$ cat src/include/aiorf_params.svh
// constants for the reference, mains and nv-byte action handler
`ifndef AIORF_PARAMS_SVH
`define AIORF_PARAMS_SVH
`define AIORF_OP_READ_REF    8'h0B
`define AIORF_OP_MAINS       8'h0C
`define AIORF_OP_FETCH_NV    8'h0D
`define AIORF_OP_STORE_NV    8'h0E
`define AIORF_REF_WORDS      12
`define AIORF_TEMP_WORDS     8
`define AIORF_REPLY_MAX      38
`define AIORF_CLK_MHZ        200
`define AIORF_PERIOD60_US    16000
`define AIORF_PERIOD50_US    20000
`define AIORF_CONV_US        2000
`define AIORF_VALID_US       32000
`define AIORF_MAINS_DEFAULT  1'b0
`define AIORF_NV_WRITE_US    5000
`endif

$ cat src/include/aiorf_pkg.sv
// types for the reference, mains and nv-byte action handler
package aiorf_pkg;
  typedef enum logic [2:0] {
    AIORF_IDLE     = 3'b000,
    AIORF_GET_ARG1 = 3'b001,
    AIORF_GET_ARG2 = 3'b010,
    AIORF_NV_READ  = 3'b011,
    AIORF_NV_WAIT  = 3'b100,
    AIORF_SEND_REF = 3'b101,
    AIORF_SEND_NV  = 3'b110,
    AIORF_NV_BUSY  = 3'b111
  } aiorf_state_t;
  typedef enum logic [0:0] {
    AIORF_MAINS_60 = 1'b0,
    AIORF_MAINS_50 = 1'b1
  } aiorf_mains_t;
endpackage

$ cat src/verilog/aiorf_nv_mem.sv
// byte-wide non-volatile store model with registered read data
`timescale 1ns/100ps
`default_nettype none
module aiorf_nv_mem #(
  parameter int AW = 8
) (
  // clock
  input  wire logic          clk,
  // write port
  input  wire logic          wr_en,
  input  wire logic [AW-1:0] wr_addr,
  input  wire logic [7:0]    wr_data,
  // read port
  input  wire logic          rd_en,
  input  wire logic [AW-1:0] rd_addr,
  output var  logic [7:0]    rd_data
);
  logic [7:0] mem [0:(1<<AW)-1];

  always_ff @(posedge clk) begin
    if (wr_en) begin
      mem[wr_addr] <= wr_data;
    end
    if (rd_en) begin
      rd_data <= mem[rd_addr];
    end
  end
endmodule
`default_nettype wire

$ cat src/verilog/aiorf_top.sv
// action handler for reference readback, mains declaration and nv bytes
`timescale 1ns/100ps
`default_nettype none
`include "aiorf_params.svh"
module aiorf_top #(
  parameter int NV_AW        = 8,
  parameter int PERIOD60_CYC = `AIORF_PERIOD60_US * `AIORF_CLK_MHZ,
  parameter int PERIOD50_CYC = `AIORF_PERIOD50_US * `AIORF_CLK_MHZ,
  parameter int CONV_CYC     = `AIORF_CONV_US * `AIORF_CLK_MHZ,
  parameter int VALID_CYC    = `AIORF_VALID_US * `AIORF_CLK_MHZ,
  parameter int NV_WR_CYC    = `AIORF_NV_WRITE_US * `AIORF_CLK_MHZ
) (
  // clock and reset
  input  wire logic        CLK,
  input  wire logic        RST_N,
  // action byte stream from the gateway
  input  wire logic        CMD_VALID,
  input  wire logic [7:0]  CMD_BYTE,
  output var  logic        CMD_READY,
  // reply byte stream
  output var  logic        RSP_VALID,
  output var  logic [7:0]  RSP_BYTE,
  input  wire logic        RSP_READY,
  // converter side: latest raw codes of the twelve internal sources
  input  wire logic [15:0] REF_CODE [0:11],
  output var  logic        CONV_START,
  output var  logic [3:0]  CONV_SRC,
  output var  logic        CONV_HIGH_GAIN,
  output var  logic        INTEG_TICK,
  // module state
  output var  logic        MAINS_50HZ,
  output var  logic        REF_VALID
);
  localparam int RLEN = 2 * (`AIORF_REF_WORDS);
  localparam int CW   = $clog2(PERIOD60_CYC + PERIOD50_CYC + VALID_CYC + CONV_CYC + NV_WR_CYC + 2);

  // counters and the reply index are sized for these ranges only
  if (NV_AW < 1 || NV_AW > 8 || PERIOD60_CYC < 1 || PERIOD50_CYC < 1 || CONV_CYC < 12 || NV_WR_CYC < 1 ||
      VALID_CYC < 1 || RLEN > `AIORF_REPLY_MAX) begin : g_bad_params
    $error("aiorf_top: unsupported parameter values");
  end

  function automatic logic is_high_gain(input logic [3:0] src);
    is_high_gain = (src == 4'h2) || (src == 4'h3);
  endfunction

  // command state
  aiorf_pkg::aiorf_state_t state, next_state;
  logic [7:0]  op, next_op;
  logic [7:0]  arg, next_arg;
  logic [4:0]  idx, next_idx;
  logic [CW-1:0] wcnt, next_wcnt;
  logic        mains, next_mains;
  logic        cmd_ready, next_cmd_ready;
  logic        rsp_valid, next_rsp_valid;
  logic [7:0]  rsp_byte, next_rsp_byte;
  logic        nv_wr, nv_rd;
  logic [7:0]  nv_q;
  logic [15:0] held [0:11];
  logic [15:0] next_held [0:11];

  // background refresh state
  logic [CW-1:0] pcnt, next_pcnt;
  logic [CW-1:0] vcnt, next_vcnt;
  logic [3:0]  src, next_src;
  logic        gain, next_gain;
  logic        conv, next_conv;
  logic        tick, next_tick;
  logic        valid, next_valid;

  aiorf_nv_mem #(.AW(NV_AW)) u_mem (
    .clk     (CLK),
    .wr_en   (nv_wr),
    .wr_addr (arg[NV_AW-1:0]),
    .wr_data (CMD_BYTE),
    .rd_en   (nv_rd),
    .rd_addr (arg[NV_AW-1:0]),
    .rd_data (nv_q)
  );

  wire logic take = CMD_VALID && cmd_ready;
  wire logic sent = rsp_valid && RSP_READY;

  always_comb begin
    next_state     = state;
    next_op        = op;
    next_arg       = arg;
    next_idx       = idx;
    next_wcnt      = wcnt;
    next_mains     = mains;
    next_cmd_ready = cmd_ready;
    next_rsp_valid = rsp_valid;
    next_rsp_byte  = rsp_byte;
    nv_wr          = 1'b0;
    nv_rd          = 1'b0;
    case (state)
      aiorf_pkg::AIORF_IDLE: begin
        if (take) begin
          next_op = CMD_BYTE;
          if (CMD_BYTE == `AIORF_OP_READ_REF) begin
            next_cmd_ready = 1'b0;
            next_idx       = 5'h00;
            next_rsp_valid = 1'b1;
            next_rsp_byte  = held[0][7:0];
            next_state     = aiorf_pkg::AIORF_SEND_REF;
          end else if (CMD_BYTE == `AIORF_OP_MAINS || CMD_BYTE == `AIORF_OP_FETCH_NV ||
                       CMD_BYTE == `AIORF_OP_STORE_NV) begin
            next_state = aiorf_pkg::AIORF_GET_ARG1;
          end
        end
      end
      aiorf_pkg::AIORF_GET_ARG1: begin
        if (take) begin
          next_arg = CMD_BYTE;
          if (op == `AIORF_OP_MAINS) begin
            next_mains = CMD_BYTE[0];
            next_state = aiorf_pkg::AIORF_IDLE;
          end else if (op == `AIORF_OP_FETCH_NV) begin
            next_cmd_ready = 1'b0;
            next_state     = aiorf_pkg::AIORF_NV_READ;
          end else begin
            next_state = aiorf_pkg::AIORF_GET_ARG2;
          end
        end
      end
      aiorf_pkg::AIORF_GET_ARG2: begin
        if (take) begin
          nv_wr          = 1'b1;
          next_cmd_ready = 1'b0;
          next_wcnt      = CW'(NV_WR_CYC - 1);
          next_state     = aiorf_pkg::AIORF_NV_BUSY;
        end
      end
      aiorf_pkg::AIORF_NV_BUSY: begin
        if (wcnt == '0) begin
          next_cmd_ready = 1'b1; // store is slow, so the link stalls here
          next_state     = aiorf_pkg::AIORF_IDLE;
        end else begin
          next_wcnt = wcnt - CW'(1);
        end
      end
      aiorf_pkg::AIORF_NV_READ: begin
        nv_rd      = 1'b1;
        next_state = aiorf_pkg::AIORF_NV_WAIT;
      end
      aiorf_pkg::AIORF_NV_WAIT: begin
        next_rsp_valid = 1'b1;
        next_rsp_byte  = nv_q;
        next_state     = aiorf_pkg::AIORF_SEND_NV;
      end
      aiorf_pkg::AIORF_SEND_NV: begin
        if (sent) begin
          next_rsp_valid = 1'b0;
          next_cmd_ready = 1'b1;
          next_state     = aiorf_pkg::AIORF_IDLE;
        end
      end
      aiorf_pkg::AIORF_SEND_REF: begin
        if (sent) begin
          if (idx == 5'(RLEN - 1)) begin
            next_rsp_valid = 1'b0;
            next_cmd_ready = 1'b1;
            next_state     = aiorf_pkg::AIORF_IDLE;
          end else begin
            next_idx      = idx + 5'h01;
            // low byte first, words in source order
            next_rsp_byte = next_idx[0] ? held[next_idx[4:1]][15:8] : held[next_idx[4:1]][7:0];
          end
        end
      end
      default: begin
        next_state = aiorf_pkg::AIORF_IDLE;
      end
    endcase
  end

  always_ff @(posedge CLK) begin
    if (!RST_N) begin
      state     <= aiorf_pkg::AIORF_IDLE;
      op        <= 8'h00;
      arg       <= 8'h00;
      idx       <= 5'h00;
      wcnt      <= '0;
      mains     <= `AIORF_MAINS_DEFAULT;
      cmd_ready <= 1'b1;
      rsp_valid <= 1'b0;
      rsp_byte  <= 8'h00;
    end else begin
      state     <= next_state;
      op        <= next_op;
      arg       <= next_arg;
      idx       <= next_idx;
      wcnt      <= next_wcnt;
      mains     <= next_mains;
      cmd_ready <= next_cmd_ready;
      rsp_valid <= next_rsp_valid;
      rsp_byte  <= next_rsp_byte;
    end
  end

  // background conversions; held values only change outside the AIORF_SEND_REF state
  always_comb begin
    next_pcnt  = pcnt + CW'(1);
    next_vcnt  = vcnt;
    next_src   = src;
    next_gain  = gain;
    next_conv  = 1'b0;
    next_tick  = 1'b0;
    next_valid = valid;
    for (int i = 0; i < 12; i++) begin
      next_held[i] = held[i];
    end
    // at or past the end, so a switch to the shorter period never runs the counter round
    if (pcnt >= CW'((mains ? PERIOD50_CYC : PERIOD60_CYC) - 1)) begin
      next_pcnt = '0;
      next_tick = 1'b1;
    end
    if (pcnt[CW-1:0] % CW'(CONV_CYC / 12) == '0) begin
      next_conv = 1'b1;
      next_src  = (src == 4'hB) ? 4'h0 : src + 4'h1;
      next_gain = is_high_gain(next_src);
      if (state != aiorf_pkg::AIORF_SEND_REF) begin
        next_held[src] = REF_CODE[src];
      end
    end
    if (!valid) begin
      if (vcnt == CW'(VALID_CYC - 1)) begin
        next_valid = 1'b1;
      end else begin
        next_vcnt = vcnt + CW'(1);
      end
    end
  end

  always_ff @(posedge CLK) begin
    if (!RST_N) begin
      pcnt  <= '0;
      vcnt  <= '0;
      src   <= 4'h0;
      gain  <= 1'b0;
      conv  <= 1'b0;
      tick  <= 1'b0;
      valid <= 1'b0;
      for (int i = 0; i < 12; i++) begin
        held[i] <= 16'h0000;
      end
    end else begin
      pcnt  <= next_pcnt;
      vcnt  <= next_vcnt;
      src   <= next_src;
      gain  <= next_gain;
      conv  <= next_conv;
      tick  <= next_tick;
      valid <= next_valid;
      for (int i = 0; i < 12; i++) begin
        held[i] <= next_held[i];
      end
    end
  end

  // range selection per channel is owned by the range action elsewhere
  assign CMD_READY      = cmd_ready;
  assign RSP_VALID      = rsp_valid;
  assign RSP_BYTE       = rsp_byte;
  assign CONV_START     = conv;
  assign CONV_SRC       = src;
  assign CONV_HIGH_GAIN = gain;
  assign INTEG_TICK     = tick;
  assign MAINS_50HZ     = mains;
  assign REF_VALID      = valid;
endmodule
`default_nettype wire

$ cat config.mk
export PLATFORM = sky130hd
export DESIGN_NAME = aiorf_top
export DESIGN_NICKNAME = d
export VERILOG_FILES = /design/src/include/aiorf_pkg.sv /design/src/verilog/aiorf_nv_mem.sv /design/src/verilog/aiorf_top.sv
export VERILOG_INCLUDE_DIRS = /design/src /design/src/include
export SDC_FILE = /design/constraint.sdc
export NUM_CORES = 2
export LEC_CHECK = 0
export BUFFER_PORTS_ARGS = -buffer_cell sky130_fd_sc_hd__buf_2
export CAP_MARGIN = 20
export CELL_PAD_IN_SITES_DETAIL_PLACEMENT = 0
export CELL_PAD_IN_SITES_GLOBAL_PLACEMENT = 1
export CORE_MARGIN = 2
export CORE_UTILIZATION = 50
export DETAILED_ROUTE_END_ITERATION = 8
export PLACE_DENSITY_LB_ADDON = 0.1
export SKIP_LAST_GASP = 1
export SYNTH_ARGS = -nofsm -noshare
export SYNTH_HDL_FRONTEND = slang
export SYNTH_SLANG_ARGS = --single-unit
$ cat constraint.sdc
create_clock -name CLK -period 24.2 [get_ports CLK]
set_input_delay 3.63 -clock CLK [delete_from_list [all_inputs] [get_ports CLK]]
set_output_delay 3.63 -clock CLK [all_outputs]
set_load 0.05 [all_outputs]
Word level (Yosys, flattened, before mapping)
Memories as Yosys holds them, arrays and structs flattened. A register that Yosys moved wholly into a read port is not among the register bits. Index checks and enable logic that the tools add are counted.

Flip-flop bits (word level): 115. RAM bits: 2240. Bits of input ports: 204. Output and inout bits: 19. Logic and storage cells: 177. Memories kept: 2.

Memories: u_mem.mem (words 256, width 8, read ports 1, clocked after memory_dff 1, wr ports 1, RTL line aiorf_nv_mem.sv:18) `logic [7:0] mem [0:(1<<AW)-1];`; held (words 12, width 16, read ports 13, clocked after memory_dff 0, wr ports 12, RTL line aiorf_top.sv:59) `logic [15:0] held [0:11];`.

Add/sub/neg operators: 6. Div/mod/pow operators: 1. Order comparisons: 3. Equal/unequal tests: 32. Mux-type cells: 76. Bitwise gates (word level): 16. Reductions and logical operators: 25.

Operator list (count): 2-to-1 mux 192 bit (2); 2-to-1 mux 16 bit (15); bitwise mux 192 bit (1); binary-select mux 16 bit (select 4 bit) (1); demux 16 bit (select 4 bit) (1); adder 24 x 1 -> 24 bit, second input constant (2); == test 8 x 4 -> 1 bit, second input constant (6); zero test 24 bit (2); 2-to-1 mux 24 bit (2); case mux 24 bit (2 select lines) (1); 2-to-1 mux 8 bit (5); 2-to-1 mux 1 bit (27); 2-to-1 mux 3 bit (9); == test 24 x 23 -> 1 bit, second input constant (1); >= comparator 24 bit (1); remainder unit 24 x 16 -> 24 bit, second input constant (1); inequality test 2 bit, second input constant (12); case mux 3 bit (8 select lines) (1); case mux 8 bit (3 select lines) (1); subtractor 24 x 1 -> 24 bit, second input constant (1); subtractor 22 x 1 -> 23 bit, second input constant (1); 2-to-1 mux 20 bit (1); 2-to-1 mux 5 bit (4); == test 3 bit, second input constant (4); other kinds (32) (57).

Logic depth before layout (Yosys ltp)
Depth after elaboration: 9. Mapped depth: 49. Gate-level depth less buffers: 37.

Modules after synthesis
From an unflattened synthesis, not the netlist that was laid out.

Cell total of the unflattened synthesis: 6261. Area total of the unflattened synthesis: 101680.0 um^2.

By module, submodules not included: aiorf_nv_mem (instances 1, cells each 3733, area an instance 79636.4 um^2, sequential area each 61739.2 um^2); aiorf_top (instances 1, cells each 2528, area an instance 22043.6 um^2, sequential area each 6145.9 um^2).

Worst setup path after synthesis
OpenSTA, ideal clock, no wires.

Path kind: flip-flop to flip-flop. Start point: register pcnt[21]. End point: memory held[4][10]. Setup time: 0.072 ns. Arrival: 10.886 ns. Data required time: 24.128 ns. Slack: 13.242 ns. Cell stages (with the launch flop): 44. Buffers on the path: 7. Clock period less this slack: 10.958 ns. Path through: dfxtp_1 -> buf_2 -> nor4_2 -> a21oi_1 -> a21oi_1 -> mux2i_1 -> nand3_1 -> a31o_1 -> nor4_2 -> o2111ai_2 -> a31o_1 -> buf_4 -> mux2i_1 -> or4_1 -> buf_2 -> and4_4 -> or3_4 -> a2111o_1 -> [8 not listed] -> nand4_4 -> a21oi_1 -> mux2i_2 -> nand4b_1 -> a2111oi_2 -> xnor2_1 -> inv_1 -> o311ai_4 -> o31a_1 -> nor2_2 -> or4_1 -> a31oi_1 -> o2111a_1 -> buf_6 -> and4_1 -> buf_6 -> buf_6 -> mux2i_1.

RTL lines: from (decl) (RTL line aiorf_top.sv:63) `logic [CW-1:0] pcnt, next_pcnt;`; from (signal assigned) (RTL line aiorf_top.sv:248) `pcnt <= next_pcnt;`; to (decl) (RTL line aiorf_top.sv:59).

==> flow_metrics.tcl <==
set metrics [dict create \
    synthCells 5797 \
    clockBufferDepth 3 \
    ys_top_cells_by_area "edfxtp_1 (61%), mux4_2 (17%), dfxtp_1 (6.1%)" \
    end_kind "flip-flop" \
    post-route-util 0.5625 \
    initial_core_util 0.5035 \
    die_w_um 452.8 \
    worstSetupPathType "flip-flop to flip-flop" \
    drive_gt1_frac 0.2530 \
    setup_viol 0 \
    post_cts_buffers 0 \
    swShare 0.2475 \
    slowest_delay_ns 1.07 \
    rows 164 \
    cts.sinks 2363 \
    status "finished, final reports clean" \
    intPower_w 0.007020 \
    cts_root_buf "clkbuf_16" \
    cts_buffers 236 \
    synth-warning-count 0 \
    ctsResizeCount 0 \
    grt_max_degree 204 \
    grt_pass1_vias 54380 \
    rrSetupSlack_ns 8.77 \
    fin_area_um2 112500 \
    clock_latency_ns 0.89 \
    comb_power_share 0.121 \
    dieArea_um2 205100 \
    p_leak_nw 34.31 \
    cp-startpoint "pcnt[8]" \
    dp_slack_ns 8.633 \
    grt_first_pass_wirelength_um 383400 \
    min_period_over_period 0.6375 \
    synth_edf_count 2056 \
    slew_headroom 0.2191 \
    yosysTopAreaCell "edfxtp_1" \
    drc 0 \
    vias 54500 \
    ant_nets 0 \
    cts_hold_repair.buffers 0 \
    setup_ws_ns 8.772 \
    ys_ff_latch 2363 \
    viasPerCell 6.162 \
    rsz0062_at_grt "no" \
    grt-ovfl-total 0 \
    switching_power_w 0.002309 \
    gp_congestion 0.9266 \
    slew_violations 0 \
    core-area_um2 200100 \
    detail_route.wl_per_cell_um 29.63 \
    ff2ff_path_depth 38 \
    final.min_clock_period_ns 15.43 \
    maxCapViolations 0 \
    synthesis.area_um2 100700 \
    avgSynthCellArea_um2 17.38 \
    pwr-share-seq 0.482 \
    slowest_stage "and4_1" \
    grt.total_usage 0.2561 \
    fp.dieH_um 452.8 \
    crit_arrival_ns 16.15 \
    power_per_cell_area_nw_per_um2 82.89 \
    crit_path_max_fanout 20 \
    netlist.area_leader.share 0.6129 \
    r2r-start "pcnt[8]" \
    tns_ns 0 \
    firstDrtPassIters 8 \
    reg2reg_to "held[4][7]" \
    ys_async_sr_fraction 0 \
    port_buffers 222 \
    antenna_found_initial 18 \
    drt_iter0_markers 5751 \
    ys_seq_area_frac 0.6739 \
    pin_count 223 \
    path_common_cell "a21oi_1" \
    nNetsFinal 6204 \
    cts_max_level 4 \
    peakVddDrop_mv 0.08191 \
    syn-num-nets 6020 \
    worstSetupEndpoint "held[4][7]" \
    clock_skew_ns 0.08599 \
    synthFlopType "edfxtp_1" \
    critPathRequiredTime_ns 24.92 \
    start_kind "flip-flop" \
    tightest_slew_ns 1.171 \
    fmax_ghz 0.06482 \
    cts_tree "yes" \
    dp_hpwl_um 166400 \
    synthDistinctLibCells 127 \
    hold_viol 0 \
    drt-total-wl_um 262000 \
    holdCritPathClass "flip-flop to flip-flop" \
    p_clk_frac 0.397 \
    syn2layout_area_growth_pct 11.73 \
    path_clk_slew_ns 0.06 \
    place_area_um2 104500 \
]
## kinds of logic (layout without fill, tap and decap cells)
family | Yosys count | in the layout | synth area share
flip-flops | 2363 | 2363 | 0.6739
AND/OR/NAND/NOR | 1295 | 1295 | 0.05910
multiplexers | 1039 | 1039 | 0.1970
AO/OA/AOI/OAI | 523 | 523 | 0.03743
buffers and inverters | 426 | 812 | 0.01833
XOR/XNOR | 129 | 129 | 0.01155
adder cells (fa/ha/maj) | 21 | 21 | 0.002559
other | 1 | 7 | 0.00003723
## through the flow
stage | power, W | std cells | hold WS, ns
after global placement | 0.005709 | 8391 | 0.4389
after global routing | 0.009626 | 8841 | 0.4675
after floorplan | 0.005321 | 5797 | 0.4315
after detailed placement | 0.005711 | 8395 | 0.4449
after CTS | 0.009392 | 8835 | 0.4565
final | 0.009329 | 8845 | 0.4555
## flip-flops by register name, summed over array words and instances, names as in the netlist, 3 cells and up
signal and flops:
idx 5, u_mem.rd_data 8, u_mem.mem 2048, arg 8, state 3, pcnt 24
op 8, wcnt 24, RSP_BYTE 8, CONV_SRC 4, held 192, vcnt 24
## routing by layer
metal	wire length, µm	GRT usage
met1	111700	0.3705
met2	128300	0.4107
met3	15900	0.03858
met4	6124	0.06578
met5	34	0
## how the worst min path moves through the flow
stage | start | to | slack, ns | cells after the start
final | held[8][12] | held[8][12] | 0.46 | 2
after floorplan | held[11][0] | held[11][0] | 0.43 | 2
after CTS | held[4][11] | held[4][11] | 0.46 | 2
after global routing | held[2][11] | held[2][11] | 0.47 | 2
after global placement | held[1][3] | held[1][3] | 0.44 | 2
after detailed placement | held[3][11] | held[3][11] | 0.44 | 2
## layout by cell type (no fill, tap or decap), drive strengths merged, types with 16 or more instances in the layout
cell,instances
bufinv,26
o211ai,25
nand3,80
inv,44
or3,28
nand2b,26
nor2b,41
nor2,498
and2,16
mux2i,271
ha,19
a21oi,123
nand2,391
a31oi,31
xor2,50
edfxtp,2056
mux4,753
nor3,55
clkinv,107
clkbuf,308
nand4,28
and3,28
o22ai,16
a211oi,47
xnor2,79
nor4,29
buf,320
o21ai,100
dfxtp,307
## critical path, delay by kind of cell, from the launching register on
kind                      cells  cell delay, ns
and+or+nand+nor              11            4.59
DFF                           1            0.53
AOI/OAI and AO/OA            21            8.08
buffers and inverters         1            0.26
muxes                         4            1.39
xor gates and xnor gates      1            0.39
## power groups by stage
| stage | Clock (W) | Combinational, W | Sequential (W) |
|---|---|---|---|
| 6_report | 0.00371 | 0.00113 | 0.00449 |
| 2_1_floorplan | 0 | 0.000742 | 0.00458 |
| 5_1_grt | 0.00392 | 0.00121 | 0.00450 |
| 3_3_place_gp | 0 | 0.00113 | 0.00458 |
| 3_5_place_dp | 0 | 0.00113 | 0.00458 |
| 4_1_cts | 0.00376 | 0.00114 | 0.00449 |
## final cells by class
type	count	area, µm²
Clock buffer	301	6344
Sequential cell	2363	67910
Multi-Input combinational cell	3008	31100
Timing Repair Buffer	327	2096
Fill cell	15360	87530
Clock inverter	139	1587
Tap cell	2656	3323
Inverter	45	168.9
Antenna cell	6	15.01
## Yosys cell counts, types with 19 or more instances
library cell,instances
xnor2_1,78
or3_1,26
and3_1,27
a31oi_1,30
inv_1,39
mux2i_1,270
nand2_1,389
dfxtp_1,307
buf_6,29
xor2_1,48
mux4_2,753
ha_1,19
nor2_1,495
edfxtp_1,2056
nand3_1,79
clkbuf_1,253
a21oi_1,118
nand4_1,27
o21ai_0,90
nand2b_1,26
a211oi_1,42
nor2b_1,41
buf_1,79
nor4_1,25
o211ai_1,25
nor3_1,52
No activity file was read; power rests on OpenSTA's default activity.
